===== src/verilog/arc_cfg.svh =====
`ifndef ARC_CFG_SVH
`define ARC_CFG_SVH

// Register byte offsets on the AXI4-Lite bus
`define ARC_OFF_SC1 8'h00
`define ARC_OFF_CFG 8'h04
`define ARC_OFF_RHI 8'h08
`define ARC_OFF_RLO 8'h0C
`define ARC_OFF_ISTS 8'h10
`define ARC_OFF_IMSK 8'h14

// Status/control field positions
`define ARC_SC1_CH_MSB 4
`define ARC_SC1_CONT_BIT 5
`define ARC_SC1_AIEN_BIT 6
`define ARC_SC1_FLAG_BIT 7

// Configuration field positions
`define ARC_CFG_RES_MSB 1
`define ARC_CFG_ASYNC_BIT 2

// Channel code that turns the converter off, also the reset channel
`define ARC_CH_OFF 5'h1F

// Interrupt status bit positions and width
`define ARC_IRQ_DONE 0
`define ARC_IRQ_OVR 1
`define ARC_IRQ_W 2

// Reset values
`define ARC_RES_RST 2'h0
`define ARC_IMSK_RST 2'h0

// Bus responses
`define ARC_RESP_OKAY 2'h0
`define ARC_RESP_SLVERR 2'h2

`endif


===== src/verilog/arc_pkg.sv =====
package arc_pkg;

   typedef enum logic [1:0] {
      ARC_RES_8 = 2'b00,
      ARC_RES_12 = 2'b01,
      ARC_RES_10 = 2'b10
   } arc_res_t;

endpackage : arc_pkg


===== src/verilog/arc_sync.sv =====
`timescale 1ns/1ps

// Carries a completion toggle from the converter clock into the bus clock
module arc_sync (
   input wire logic clk_i,
   input wire logic rst_i,
   input wire logic tgl_i,
   output logic pulse_o
);

   logic s1_r;
   logic s2_r;
   logic s3_r;
   logic s1_nxt;
   logic s2_nxt;
   logic s3_nxt;

   always_comb begin
      s1_nxt = tgl_i;
      s2_nxt = s1_r;
      s3_nxt = s2_r;
   end

   always_ff @(posedge clk_i) begin
      if (rst_i) begin
         s1_r <= 1'b0;
         s2_r <= 1'b0;
         s3_r <= 1'b0;
      end else begin
         s1_r <= s1_nxt;
         s2_r <= s2_nxt;
         s3_r <= s3_nxt;
      end
   end

   // Edge taken between the second and third stage only
   assign pulse_o = s2_r ^ s3_r;

endmodule : arc_sync


===== src/verilog/arc_core.sv =====
// How it works
// - Status/control write clears the complete flag; a same-cycle completion keeps it set.
// - Flag still set after that write with interrupts enabled raises the interrupt at once.
// - High-byte read in 10/12-bit mode freezes the low byte of that same conversion.
// - Freeze holds even when a conversion completes on the high-byte read cycle.
// - In 8-bit mode the single result byte is returned directly, never frozen.
// - Single mode starts a conversion only on a software write.
// - Converter runs on bus clock or an asynchronous clock, crossing synchronised.
// - Status/control write sets channel, mode, interrupt enable, off, and starts a conversion unless the channel is off.
//
// The placing of the registers and the AXI4-Lite register port were decided locally.
`timescale 1ns/1ps
`include "arc_cfg.svh"

module arc_core #(
   parameter int AW = 8,
   parameter int RW = 12
) (
   input wire logic clk_i,
   input wire logic rst_i,
   input wire logic [AW-1:0] s_axi_awaddr_i,
   input wire logic s_axi_awvalid_i,
   output logic s_axi_awready_o,
   input wire logic [31:0] s_axi_wdata_i,
   input wire logic [3:0] s_axi_wstrb_i,
   input wire logic s_axi_wvalid_i,
   output logic s_axi_wready_o,
   output logic [1:0] s_axi_bresp_o,
   output logic s_axi_bvalid_o,
   input wire logic s_axi_bready_i,
   input wire logic [AW-1:0] s_axi_araddr_i,
   input wire logic s_axi_arvalid_i,
   output logic s_axi_arready_o,
   output logic [31:0] s_axi_rdata_o,
   output logic [1:0] s_axi_rresp_o,
   output logic s_axi_rvalid_o,
   input wire logic s_axi_rready_i,
   input wire logic conv_done_i,
   input wire logic conv_done_tgl_i,
   input wire logic [RW-1:0] conv_data_i,
   output logic conv_start_o,
   output logic conv_on_o,
   output logic conv_cont_o,
   output logic [4:0] conv_chan_o,
   output logic [1:0] conv_res_o,
   output logic conv_clk_async_o,
   output logic irq_o
);

   logic aw_ok_r, aw_ok_nxt, w_ok_r, w_ok_nxt;
   logic [AW-1:0] awaddr_r, awaddr_nxt;
   logic [31:0] wdata_r, wdata_nxt;
   logic wstrb0_r, wstrb0_nxt;
   logic bvalid_r, bvalid_nxt, rvalid_r, rvalid_nxt;
   logic [1:0] bresp_r, bresp_nxt, rresp_r, rresp_nxt;
   logic [31:0] rdata_r, rdata_nxt;
   logic [4:0] ch_r, ch_nxt;
   logic cont_r, cont_nxt, aien_r, aien_nxt, flag_r, flag_nxt;
   arc_pkg::arc_res_t res_r, res_nxt;
   logic async_r, async_nxt, frozen_r, frozen_nxt, start_r, start_nxt;
   logic [RW-1:0] result_r, result_nxt;
   logic [7:0] lo_hold_r, lo_hold_nxt;
   logic [`ARC_IRQ_W-1:0] ists_r, ists_nxt, imsk_r, imsk_nxt, ists_set;
   logic sync_pulse, done_evt, accept;
   logic aw_take, w_take, aw_have, w_have, wr_en, rd_en;
   logic [AW-1:0] wr_addr;
   logic [31:0] wr_data;
   logic wr_b0, wr_sc1, wr_cfg, wr_hit, rd_hi, rd_lo;
   logic [RW-1:0] conv_masked;

   arc_sync u_sync (
      .clk_i(clk_i),
      .rst_i(rst_i),
      .tgl_i(conv_done_tgl_i),
      .pulse_o(sync_pulse)
   );

   // Bus-clock completions come straight in; asynchronous ones only via the synchroniser
   assign done_evt = async_r ? sync_pulse : conv_done_i;
   assign accept = done_evt && (ch_r != `ARC_CH_OFF);

   assign s_axi_awready_o = !aw_ok_r && !bvalid_r;
   assign s_axi_wready_o = !w_ok_r && !bvalid_r;
   assign s_axi_arready_o = !rvalid_r;
   assign aw_take = s_axi_awvalid_i && s_axi_awready_o;
   assign w_take = s_axi_wvalid_i && s_axi_wready_o;
   assign aw_have = aw_ok_r || aw_take;
   assign w_have = w_ok_r || w_take;
   assign wr_en = aw_have && w_have && !bvalid_r;
   assign wr_addr = aw_ok_r ? awaddr_r : s_axi_awaddr_i;
   assign wr_data = w_ok_r ? wdata_r : s_axi_wdata_i;
   assign wr_b0 = w_ok_r ? wstrb0_r : s_axi_wstrb_i[0];
   assign wr_sc1 = wr_en && wr_b0 && (wr_addr == `ARC_OFF_SC1);
   assign wr_cfg = wr_en && wr_b0 && (wr_addr == `ARC_OFF_CFG);
   assign wr_hit = (wr_addr == `ARC_OFF_SC1) || (wr_addr == `ARC_OFF_CFG) ||
                   (wr_addr == `ARC_OFF_ISTS) || (wr_addr == `ARC_OFF_IMSK);
   assign rd_en = s_axi_arvalid_i && s_axi_arready_o;
   assign rd_hi = rd_en && (s_axi_araddr_i == `ARC_OFF_RHI);
   assign rd_lo = rd_en && (s_axi_araddr_i == `ARC_OFF_RLO);

   always_comb begin
      unique case (res_r)
         arc_pkg::ARC_RES_8: conv_masked = {4'h0, conv_data_i[7:0]};
         arc_pkg::ARC_RES_10: conv_masked = {2'h0, conv_data_i[9:0]};
         arc_pkg::ARC_RES_12: conv_masked = conv_data_i;
         default: conv_masked = conv_data_i;
      endcase
   end

   always_comb begin
      aw_ok_nxt = aw_ok_r;
      w_ok_nxt = w_ok_r;
      awaddr_nxt = awaddr_r;
      wdata_nxt = wdata_r;
      wstrb0_nxt = wstrb0_r;
      bvalid_nxt = bvalid_r;
      bresp_nxt = bresp_r;
      rvalid_nxt = rvalid_r;
      rresp_nxt = rresp_r;
      rdata_nxt = rdata_r;
      ch_nxt = ch_r;
      cont_nxt = cont_r;
      aien_nxt = aien_r;
      res_nxt = res_r;
      async_nxt = async_r;
      imsk_nxt = imsk_r;
      start_nxt = 1'b0;
      result_nxt = result_r;
      lo_hold_nxt = lo_hold_r;
      frozen_nxt = frozen_r;
      flag_nxt = flag_r;
      ists_set = '0;
      ists_nxt = ists_r;
      // Address and data may arrive in either order; each is parked until both are here
      if (aw_take && !wr_en) begin
         aw_ok_nxt = 1'b1;
         awaddr_nxt = s_axi_awaddr_i;
      end
      if (w_take && !wr_en) begin
         w_ok_nxt = 1'b1;
         wdata_nxt = s_axi_wdata_i;
         wstrb0_nxt = s_axi_wstrb_i[0];
      end
      if (wr_en) begin
         aw_ok_nxt = 1'b0;
         w_ok_nxt = 1'b0;
         bvalid_nxt = 1'b1;
         bresp_nxt = wr_hit ? `ARC_RESP_OKAY : `ARC_RESP_SLVERR;
      end else if (bvalid_r && s_axi_bready_i) begin
         bvalid_nxt = 1'b0;
      end
      if (wr_sc1) begin
         ch_nxt = wr_data[`ARC_SC1_CH_MSB:0];
         cont_nxt = wr_data[`ARC_SC1_CONT_BIT];
         aien_nxt = wr_data[`ARC_SC1_AIEN_BIT];
         // Only a write starts a conversion, so single mode stays idle after it ends
         start_nxt = (wr_data[`ARC_SC1_CH_MSB:0] != `ARC_CH_OFF);
      end
      if (wr_cfg) begin
         res_nxt = arc_pkg::arc_res_t'(wr_data[`ARC_CFG_RES_MSB:0]);
         async_nxt = wr_data[`ARC_CFG_ASYNC_BIT];
         // A frozen byte from the old width would no longer pair with anything
         frozen_nxt = 1'b0;
      end
      if (wr_en && wr_b0 && (wr_addr == `ARC_OFF_IMSK)) begin
         imsk_nxt = wr_data[`ARC_IRQ_W-1:0];
      end
      if (wr_en && wr_b0 && (wr_addr == `ARC_OFF_ISTS)) begin
         ists_nxt = ists_r & ~wr_data[`ARC_IRQ_W-1:0];
      end
      if (rd_lo || frozen_r && rd_en && !rd_hi) begin
         frozen_nxt = frozen_nxt;
      end
      if (rd_lo) begin
         frozen_nxt = 1'b0;
      end
      // Low byte is captured from the result before this cycle's completion lands
      if (rd_hi && (res_r != arc_pkg::ARC_RES_8) && !wr_cfg) begin
         frozen_nxt = 1'b1;
         lo_hold_nxt = result_r[7:0];
      end
      if (accept) begin
         result_nxt = conv_masked;
         ists_set[`ARC_IRQ_DONE] = 1'b1;
         ists_set[`ARC_IRQ_OVR] = frozen_r;
      end
      if (accept) begin
         flag_nxt = 1'b1;
      end else if (wr_sc1 || rd_lo) begin
         flag_nxt = 1'b0;
      end
      ists_nxt = ists_nxt | ists_set;
      if (rd_en) begin
         rvalid_nxt = 1'b1;
         rresp_nxt = `ARC_RESP_OKAY;
         rdata_nxt = 32'h0000_0000;
         unique case (s_axi_araddr_i)
            `ARC_OFF_SC1: rdata_nxt[7:0] = {flag_r, aien_r, cont_r, ch_r};
            `ARC_OFF_CFG: rdata_nxt[2:0] = {async_r, res_r};
            `ARC_OFF_RHI: begin
               unique case (res_r)
                  arc_pkg::ARC_RES_12: rdata_nxt[3:0] = result_r[11:8];
                  arc_pkg::ARC_RES_10: rdata_nxt[1:0] = result_r[9:8];
                  default: rdata_nxt[3:0] = 4'h0;
               endcase
            end
            // In 8-bit mode nothing is ever frozen, so the live byte is returned
            `ARC_OFF_RLO: rdata_nxt[7:0] = frozen_r ? lo_hold_r : result_r[7:0];
            `ARC_OFF_ISTS: rdata_nxt[`ARC_IRQ_W-1:0] = ists_r;
            `ARC_OFF_IMSK: rdata_nxt[`ARC_IRQ_W-1:0] = imsk_r;
            default: rresp_nxt = `ARC_RESP_SLVERR;
         endcase
      end else if (rvalid_r && s_axi_rready_i) begin
         rvalid_nxt = 1'b0;
      end
   end

   always_ff @(posedge clk_i) begin
      if (rst_i) begin
         aw_ok_r <= 1'b0;
         w_ok_r <= 1'b0;
         awaddr_r <= '0;
         wdata_r <= 32'h0000_0000;
         wstrb0_r <= 1'b0;
         bvalid_r <= 1'b0;
         bresp_r <= `ARC_RESP_OKAY;
         rvalid_r <= 1'b0;
         rresp_r <= `ARC_RESP_OKAY;
         rdata_r <= 32'h0000_0000;
         ch_r <= `ARC_CH_OFF;
         cont_r <= 1'b0;
         aien_r <= 1'b0;
         res_r <= arc_pkg::ARC_RES_8;
         async_r <= 1'b0;
         imsk_r <= `ARC_IMSK_RST;
         start_r <= 1'b0;
         result_r <= '0;
         lo_hold_r <= 8'h00;
         frozen_r <= 1'b0;
         flag_r <= 1'b0;
         ists_r <= '0;
      end else begin
         aw_ok_r <= aw_ok_nxt;
         w_ok_r <= w_ok_nxt;
         awaddr_r <= awaddr_nxt;
         wdata_r <= wdata_nxt;
         wstrb0_r <= wstrb0_nxt;
         bvalid_r <= bvalid_nxt;
         bresp_r <= bresp_nxt;
         rvalid_r <= rvalid_nxt;
         rresp_r <= rresp_nxt;
         rdata_r <= rdata_nxt;
         ch_r <= ch_nxt;
         cont_r <= cont_nxt;
         aien_r <= aien_nxt;
         res_r <= res_nxt;
         async_r <= async_nxt;
         imsk_r <= imsk_nxt;
         start_r <= start_nxt;
         result_r <= result_nxt;
         lo_hold_r <= lo_hold_nxt;
         frozen_r <= frozen_nxt;
         flag_r <= flag_nxt;
         ists_r <= ists_nxt;
      end
   end

   assign s_axi_bvalid_o = bvalid_r;
   assign s_axi_bresp_o = bresp_r;
   assign s_axi_rvalid_o = rvalid_r;
   assign s_axi_rresp_o = rresp_r;
   assign s_axi_rdata_o = rdata_r;
   assign conv_start_o = start_r;
   assign conv_on_o = (ch_r != `ARC_CH_OFF);
   assign conv_cont_o = cont_r;
   assign conv_chan_o = ch_r;
   assign conv_res_o = res_r;
   assign conv_clk_async_o = async_r;
   // Flag left set by a racing write interrupts straight away when enabled
   assign irq_o = (flag_r && aien_r) || |(ists_r & imsk_r);
endmodule : arc_core


===== config.mk =====
export PLATFORM = sky130hd
export DESIGN_NAME = arc_core
export DESIGN_NICKNAME = d
export VERILOG_FILES = /design/src/verilog/arc_pkg.sv /design/src/verilog/arc_sync.sv /design/src/verilog/arc_core.sv
export VERILOG_INCLUDE_DIRS = /design/src /design/src/verilog
export SDC_FILE = /design/constraint.sdc
export NUM_CORES = 1
export LEC_CHECK = 0
export BUFFER_PORTS_ARGS = -buffer_cell sky130_fd_sc_hd__buf_2
export CORE_MARGIN = 2
export CORE_UTILIZATION = 51
export CTS_CLUSTER_DIAMETER = 150
export DETAILED_ROUTE_END_ITERATION = 7
export GPL_ROUTABILITY_DRIVEN = 1
export PLACE_DENSITY = 0.81
export SYNTH_ARGS = -nofsm -noshare
export SYNTH_HDL_FRONTEND = slang
export SYNTH_HIERARCHICAL = 1
export SYNTH_SLANG_ARGS = --single-unit

===== constraint.sdc =====
create_clock -name clk_i -period 3.69 [get_ports clk_i]
set_clock_uncertainty 0.2 [all_clocks]
set_input_delay 1.107 -clock clk_i [delete_from_list [all_inputs] [get_ports clk_i]]
set_output_delay 1.107 -clock clk_i [all_outputs]
set_load 0.01 [all_outputs]

* Word level (Yosys, flattened, before mapping)
Cells that the tools add are included.
** Word-level totals
- Bits in registers :: 72
- Bits in latches :: 0
- Memory bits (writable) :: 0
- Memory bits (read-only) :: 0
- Input port bits :: 73
- Output and inout port bits :: 53
- Memories :: 0
** Cells by class
- Add/subtract/negate cells :: 0
- Multiply operators :: 0
- Div/mod/pow operators :: 0
- $lt $le $gt $ge :: 0
- Equality and inequality tests :: 12
- Shifts and indexed selects :: 0
- Muxes and demuxes :: 25
- Bitwise logic cells :: 6
- Reductions and logical operators :: 48
** Operators with widths (number)
- 8-bit by 5-bit == test with 1-bit output (second input constant) :: 4
- 12-bit one-hot mux with 2 select lines :: 1
- 1-bit logical AND :: 22
- 8-bit by 3-bit == test with 1-bit output (second input constant) :: 2
- 8-bit by 4-bit == test with 1-bit output (second input constant) :: 2
- 8-bit zero test :: 2
- 8-bit two-way mux :: 2
- 2-bit two-way mux :: 6
- 2-bit one-hot mux with 6 select lines :: 1
- 1-bit two-way mux :: 11
- 5-bit inequality test (second input constant) :: 2
- 4-bit one-hot mux with 2 select lines :: 1
- 2-bit nonzero test :: 4
- 2-bit OR reduction :: 4
- 1-bit logical OR :: 7
- 7-bit two-way mux :: 1
- 1-bit zero test :: 6
- 6-bit OR reduction :: 1
- 2-bit AND :: 2
- 1-bit one-hot mux with 4 select lines :: 1
- 1-bit one-hot mux with 3 select lines :: 1
- 3-bit nonzero test :: 1
- 2-bit by 1-bit == test with 1-bit output (second input constant) :: 1
- 2-bit == test (second input constant) :: 1
- other kinds (5) :: 5

* Depth between registers and ports, before layout
Gate-level depths: netlist of the first run.
- Depth after elaboration :: 11
- Mapped depth :: 6

* Modules after synthesis
The synthesis of the first run kept the hierarchy.
** Modules (own cells, without submodules)
- arc_core :: times used 1, cells an instance 409, area each 3609.7 um2, sequential area each 1341.3 um2
- arc_sync :: times used 1, cells an instance 7, area each 87.6 um2, sequential area each 60.1 um2

* Worst setup path after synthesis of the first run
Ideal clock, no wire load.
- Path kind :: input-to-reg
- Start :: input port s_axi_araddr_i[4]
- End :: register lo_hold_r[0]
- Library setup time :: 127 ps
- Data arrival time :: 2680 ps
- Required time :: 3363 ps
- Path slack :: 683 ps
- Stages on the path :: 6
- Path buffers :: 2
- Cells stage by stage :: or4_1 -> buf_2 -> nor4_4 -> buf_6 -> mux2i_1 -> nand3_1
** Between the ends
- Cells in the longest elaborated chain, start to end :: 4
** RTL lines
- start, declared :: RTL line arc_core.sv:31 : input wire logic [AW-1:0] s_axi_araddr_i,
- 8-bit by 4-bit == test with 1-bit output
- 1-bit logical AND :: RTL line arc_core.sv:98 : assign rd_hi = rd_en && (s_axi_araddr_i == `ARC_OFF_RHI);
- 1-bit logical AND (2 in series) :: RTL line arc_core.sv:178 : if (rd_hi && (res_r != arc_pkg::ARC_RES_8) && !wr_cfg) begin
- end signal, assigned :: RTL line arc_core.sv:261 : lo_hold_r <= lo_hold_nxt;
- end, declared :: RTL line arc_core.sv:62 : logic [7:0] lo_hold_r, lo_hold_nxt;
No other way between the ends.
A chain may end at the register's enable or synchronous reset.

* Final worst setup path of the first run
- Start :: input port s_axi_araddr_i[4]
- End :: register lo_hold_r[4]
The elaborated chain is that of the path after synthesis.

==> flow_metrics.py, run 1 <==
metrics = {
    "floorplan": {
        "die_h_microns": 89.1,
        "placementRows": 31,
        "dieArea_sq_um": 7950,
        "ioPinCount": 126,
        "die_w_microns": 89.1,
        "initial_core_util_pct": 51.8,
        "core_sq_um": 7140,
    },
    "worst_setup_path": {
        "critPathArrivalTime_ns": 2.77,
        "worstPathRequired_ns": 3.71,
        "slowest_delay_ns": 0.67,
        "r2r_slack_ns": 1.13,
        "path_class": "input pin to flop",
        "r2r_cells": 4,
        "r2r-start": "aw_ok_r",
        "cp-startpoint": "s_axi_araddr_i[4]",
        "critPathMaxFanout": 16,
        "endpoint": "lo_hold_r[4]",
        "path_cells": "buf_2, or4_1, nor4_4, buf_4, mux2i_1, nand3_1",
        "critPathSlowestCell": "or4_1",
        "r2r-end": "frozen_r",
        "cp-end-kind": "flop",
        "critPathLaunchType": "input pin",
    },
    "yosys": {
        "synth_cell_types": 48,
        "synth_common_cells": "70 x dfxtp_1, 50 x mux2i_1, 42 x nor2_1",
        "synthArstFlopShare_pct": 0,
        "ys_warn_count": 6,
        "synthMostInstantiatedCell": "dfxtp_1",
        "synth_area_leaders": "dfxtp_1 38%, mux2i_1 14%, buf_4 5.7%",
        "netlist_area_sq_um": 3700,
        "synthFlopType": "dfxtp_1",
        "yosys.area_share.simple_pct": 22.2,
        "synth_compound_area_share_pct": 11.7,
        "synth_edf_count": 0,
        "ys_seq_elements": 70,
        "synth_top_family_by_area": "simple AND/OR/NAND/NOR gates",
        "yosys.area_share.xor_xnor_pct": 0.237,
        "postSynthCellCount": 416,
        "synthAdderAreaFrac_pct": 1.02,
        "netlist.area_leader.share_pct": 37.9,
        "yosysTopAreaCell": "dfxtp_1",
        "synthMuxAreaShare_pct": 17.3,
        "yosysSeqAreaShare_pct": 37.9,
        "syn_area_per_cell_sq_um": 8.89,
    },
    "worst_hold_path": {
        "holdCritPathClass": "flop to flop",
    },
    "layout": {
        "num_antenna_cells": 0,
        "syn2layout_area_growth_pct": 15.2,
        "layout-drive-gt1-share_pct": 23.9,
        "utilization_pct": 59.7,
        "fin_nets": 556,
    },
    "sta": {
        "rsz0062_at_grt": "no",
        "finalSetupTns_ns": 0,
        "finalMaxSlewViolations": 0,
        "tightestPinTransition_ns": 1.19,
        "finalHoldViolCount": 0,
        "final-setup-viol-count": 0,
        "fin_crit_ns": 2.76,
        "max_freq_mhz": 362,
        "slew_headroom_pct": 20.4,
        "post-route-period-util_pct": 74.8,
    },
    "place": {
        "io_buffer_count": 71,
        "hpwl_microns": 6570,
        "gp_congestion": 0.910,
    },
    "clock_tree": {
        "cts_max_level": 3,
        "cts_resized": 0,
        "cts_inserted_buffers": 9,
        "clk_pin_slew_ns": 0.07,
        "clk_path_buf_depth": 2,
        "post_cts.repair.setup_buffers": 0,
        "cts_tree": "yes",
        "cts.sink_count": 70,
        "clock_latency_ns": 0.35,
        "cts-root-buf": "clkbuf_8",
        "cts_hold_buffers": 0,
    },
    "power": {
        "power.density_nw_per_um2": 385,
        "p_leak_uw": 0.00179,
        "peakVddDrop_v": 0.000220,
    },
    "detailed_routing": {
        "via_per_inst": 5.73,
        "dr.pass1.iters": 5,
        "vias": 3347,
        "wire_per_inst_microns": 15.9,
        "drt_wl_total_microns": 9280,
        "drc": 0,
        "drt-initial-drc-count": 203,
        "detail-route-antenna-nets": 0,
    },
    "grt": {
        "overflow": 0,
        "grt_max_degree": 42,
        "antenna_found_initial": 0,
        "grt_pass1_vias": 3075,
        "grt_usage_pct": 23.2,
        "grt_pass1_wl_microns": 14200,
    },
    "job": {
        "maxCapViolations": 0,
    },
    "run_status": {
        "status": "finished clean",
    },
}
==> layer usage <==
metal / vias up / share of wire, % / track usage, %
met5: - / 0 / 0
met4: 0 / 2.9 / 11.9
met3: 24 / 6.4 / 4.52
met2: 146 / 48 / 37.9
met1: 1600 / 43 / 29.1
li1: 1577 / - / -
==> worst min path at each step <==
stage | from | depth (start not counted) | slack (ns) | end
after floorplan | u_sync/s1_r | 1 | 0.21 | u_sync/s2_r
after global placement | u_sync/s1_r | 1 | 0.23 | u_sync/s2_r
after detailed placement | u_sync/s1_r | 1 | 0.23 | u_sync/s2_r
after CTS | u_sync/s1_r | 1 | 0.25 | u_sync/s2_r
after global routing | u_sync/s1_r | 1 | 0.27 | u_sync/s2_r
final | u_sync/s1_r | 1 | 0.25 | u_sync/s2_r
==> kinds of logic (layout without fill, tap and decap cells) <==
family                     after synthesis  after routing
other                                    1             26
and+or+nand+nor                        153            153
xor gates and xnor gates                 1              1
DFF                                     70             70
AOI/OAI and AO/OA                       64             64
muxes                                   61             61
adders and majority gates                3              3
buffers and inverters                   63            107
==> critical path, delay by kind of cell <==
kind	cells	cell delay (ns)
and+or+nand+nor	3	1.02
muxes	1	0.22
buffers and inverters	2	0.42
==> report_power, final <==
part | leakage, uW | switching (uW) | internal (uW)
logic | 0.00112 | 128 | 84.6
clock network | 0.000106 | 279 | 346
registers | 0.000568 | 25.1 | 778
total | 0.00179 | 432 | 1210
==> flip-flops by register name (all words and copies together) (netlist names), 2 cells and up <==
| register | count |
|---|---|
| wdata_r | 7 |
| conv_res_o | 2 |
| imsk_r | 2 |
| lo_hold_r | 8 |
| awaddr_r | 8 |
| s_axi_rdata_o | 8 |
| ists_r | 2 |
| conv_chan_o | 5 |
| result_r | 12 |
==> final cells by class <==
| cell class | instances | area [sq um] |
|---|---|---|
| Inverter | 7 | 26.3 |
| Multi-Input combinational cell | 308 | 2050 |
| Timing Repair Buffer | 84 | 453 |
| Clock inverter | 4 | 45.0 |
| Clock buffer | 12 | 155 |
| Fill cell | 626 | 2880 |
| Tap cell | 99 | 124 |
| Sequential cell | 70 | 1400 |
==> placed cells by master (no fill, tap or decap), drive strengths merged, types with 8 or more instances in the layout <==
cell     instances
mux2i           50
nor4             8
o21ai            8
nand2           19
buf             84
nand3           18
clkbuf          12
dfxtp           70
nand4           13
and3             9
nor2b           15
o2111ai          8
conb            26
a21oi           20
nor2            42
mux2            10
==> metrics by stage <==
stage	hold slack (ns)	total power [uW]	cells	setup slack, ns	cell area [sq um]
finish	0.252	1640	584	0.931	4260
global route	0.275	1710	584	0.826	4260
CTS	0.251	1650	584	0.951	4260
detailed placement	0.235	1030	568	0.599	4060
global placement	0.234	1020	568	0.650	4060
floorplan	0.214	974	441	0.683	3790
Power figures use the tool's default switching activity.
==> inputs of run 2 (changes only) <==
--- a/config.mk
+++ b/config.mk
@@ -8,11 +8,11 @@
 export LEC_CHECK = 0
 export BUFFER_PORTS_ARGS = -buffer_cell sky130_fd_sc_hd__buf_2
 export CORE_MARGIN = 2
-export CORE_UTILIZATION = 51
+export CORE_UTILIZATION = 46
 export CTS_CLUSTER_DIAMETER = 150
 export DETAILED_ROUTE_END_ITERATION = 7
 export GPL_ROUTABILITY_DRIVEN = 1
-export PLACE_DENSITY = 0.81
+export PLACE_DENSITY = 0.77
 export SYNTH_ARGS = -nofsm -noshare
 export SYNTH_HDL_FRONTEND = slang
 export SYNTH_HIERARCHICAL = 1
==> constraint.sdc (replaced) <==
create_clock -name clk_i -period 2.5 [get_ports clk_i]
set_clock_uncertainty 0.2 [all_clocks]
set_input_delay 0.75 -clock clk_i [delete_from_list [all_inputs] [get_ports clk_i]]
set_output_delay 0.75 -clock clk_i [all_outputs]
set_load 0.01 [all_outputs]
==> run 2 against run 1 <==
Against the previous run:
- hold slack better by 0.0088 ns
- sequential power up 47%
- largest cell class unchanged
- cell count up 2.9%
- global-route usage down 1.3 points
- critical path depth down 3
- first-iteration DRC count up 39%
==> flow_metrics.py, run 2 (synthesis gave the netlist of run 1 again) <==
metrics = {
    "floorplan": {
        "placementRows": 32,
        "dieArea_sq_um": 8770,
        "core_sq_um": 7770,
        "die_h_microns": 93.7,
        "die_w_microns": 93.7,
        "initial_core_util_pct": 47.6,
        "ioPinCount": 126,
    },
    "layout": {
        "largest_register_ffs": 12,
        "final_common_cell": "buf_2",
        "final_cell_mix": "71 x buf_2, 69 x dfxtp_1, 50 x mux2i_1",
        "syn2layout_area_growth_pct": 19.4,
        "layout-drive-gt1-share_pct": 26.3,
        "num_antenna_cells": 0,
        "seq_area_sq_um": 1400,
        "final_cells": 601,
        "multi_input_area_sq_um": 2060,
        "fin_nets": 570,
        "fillCellCount": 695,
        "largest_register": "result_r",
    },
    "power": {
        "peakVddDrop_v": 0.000297,
        "power.density_nw_per_um2": 572,
        "p_leak_uw": 0.00188,
    },
    "detailed_routing": {
        "via_per_inst": 5.65,
        "dr.pass1.iters": 6,
        "drt-initial-drc-count": 283,
        "vias": 3394,
        "drc": 0,
        "drt_wl_total_microns": 9340,
        "wire_per_inst_microns": 15.5,
        "detail-route-antenna-nets": 0,
    },
    "grt": {
        "grtUsageMet2_pct": 36.0,
        "grt_usage_pct": 21.9,
        "grt_use_met3_pct": 4.98,
        "antenna_found_initial": 0,
        "grt_pass1_wl_microns": 15000,
        "gr-max-usage-layer": "met2",
        "grtUsageMet1_pct": 28.3,
        "grt_pass1_vias": 3103,
        "overflow": 0,
        "grt_max_degree": 34,
    },
    "worst_setup_path": {
        "r2r_slack_ns": 0.35,
        "r2r-end": "conv_cont_o",
        "path_class": "flop to output pin",
        "r2r_cells": 5,
        "r2r-start": "aw_ok_r",
        "critPathArrivalTime_ns": 1.31,
        "worstPathRequired_ns": 1.55,
        "critPathMaxFanout": 3,
        "cp-end-kind": "output pin",
        "critPathLaunchType": "flop",
    },
    "sta": {
        "final-setup-viol-count": 0,
        "tightestPinTransition_ns": 0.544,
        "slew_headroom_pct": 63.4,
        "finalSetupTns_ns": 0,
        "rsz0062_at_grt": "no",
        "fin_crit_ns": 2.26,
        "post-route-period-util_pct": 90.4,
        "fin_ws_ns": 0.241,
        "finalMaxSlewViolations": 0,
        "finalHoldViolCount": 0,
        "max_freq_mhz": 443,
    },
    "clock_tree": {
        "cts_hold_buffers": 0,
        "cts.sink_count": 70,
        "clk_pin_slew_ns": 0.07,
        "cts_inserted_buffers": 9,
        "clock_latency_ns": 0.35,
        "cts_tree": "yes",
        "cts_max_level": 3,
        "cts-root-buf": "clkbuf_8",
        "clk_path_buf_depth": 2,
    },
    "worst_hold_path": {
        "hold_end": "u_sync/s2_r",
        "worstHoldPathCells": 1,
        "holdCritStartpoint": "u_sync/s1_r",
        "holdCritPathClass": "flop to flop",
    },
    "place": {
        "gp_congestion": 0.946,
        "hpwl_microns": 6700,
        "dp.cells": 585,
        "dp_slack_ns": -0.0606,
        "io_buffer_count": 71,
    },
    "job": {
        "maxCapViolations": 0,
    },
    "run_status": {
        "status": "finished clean",
    },
}
run 2: critical path, stage by stage, from the launching register on:
cell and delay [ns]:
dfxtp_1 0.35, a222oi_1 0.36, inv_1 0.10, buf_2 0.15
run 2: what timing repair did:
| item | CTS | global route |
|---|---|---|
| setup buffers | 0 | 0 |
| resized for setup | 0 | 1 |
| endpoints found under the setup margin | 0 | 7 |
| endpoints found under the hold margin | 0 | 0 |
run 2: final cells by class:
cell class              instances  share of cell area, %
clock buffers                  12                   3.29
well taps                     102                   2.89
clock inverters                 4                   1.59
multi-input cells             308                   46.6
flip-flops and latches         70                   31.8
repair buffers                 98                   13.2
inverters                       7                  0.595
run 2: through the flow:
stage	total power, uW	util [%]	cell area [sq um]	hold WS (ns)
finish	2520	56.8	4410	0.260
global route	2630	56.8	4410	0.278
CTS	2520	56.8	4410	0.271
detailed placement	1540	54.0	4200	0.258
global placement	1530	54.0	4200	0.237
floorplan	1440	-	3800	0.214
run 2: where the power goes:
part           leakage [uW]  switching [uW]  internal (uW)
Combinational       0.00120             197            140
Clock              0.000110             418            587
Sequential         0.000569            32.8           1150
Total               0.00188             648           1880
run 2: how the worst max path moves through the flow:
stage	slack, ns	cells after the start	from	to
after floorplan	-0.14	6	s_axi_araddr_i[4]	lo_hold_r[0]
after global placement	-0.01	6	s_axi_araddr_i[4]	lo_hold_r[5]
after detailed placement	-0.06	6	s_axi_araddr_i[4]	lo_hold_r[7]
after CTS	0.22	5	aw_ok_r	conv_cont_o
after global routing	0.11	5	aw_ok_r	aien_r
final	0.24	3	aien_r	irq_o
run 2: layer usage:
metal,vias to the layer above,wire [microns]
met5,-,0
met4,0,123
met3,13,621
met2,153,4390
met1,1608,4210
li1,1620,-
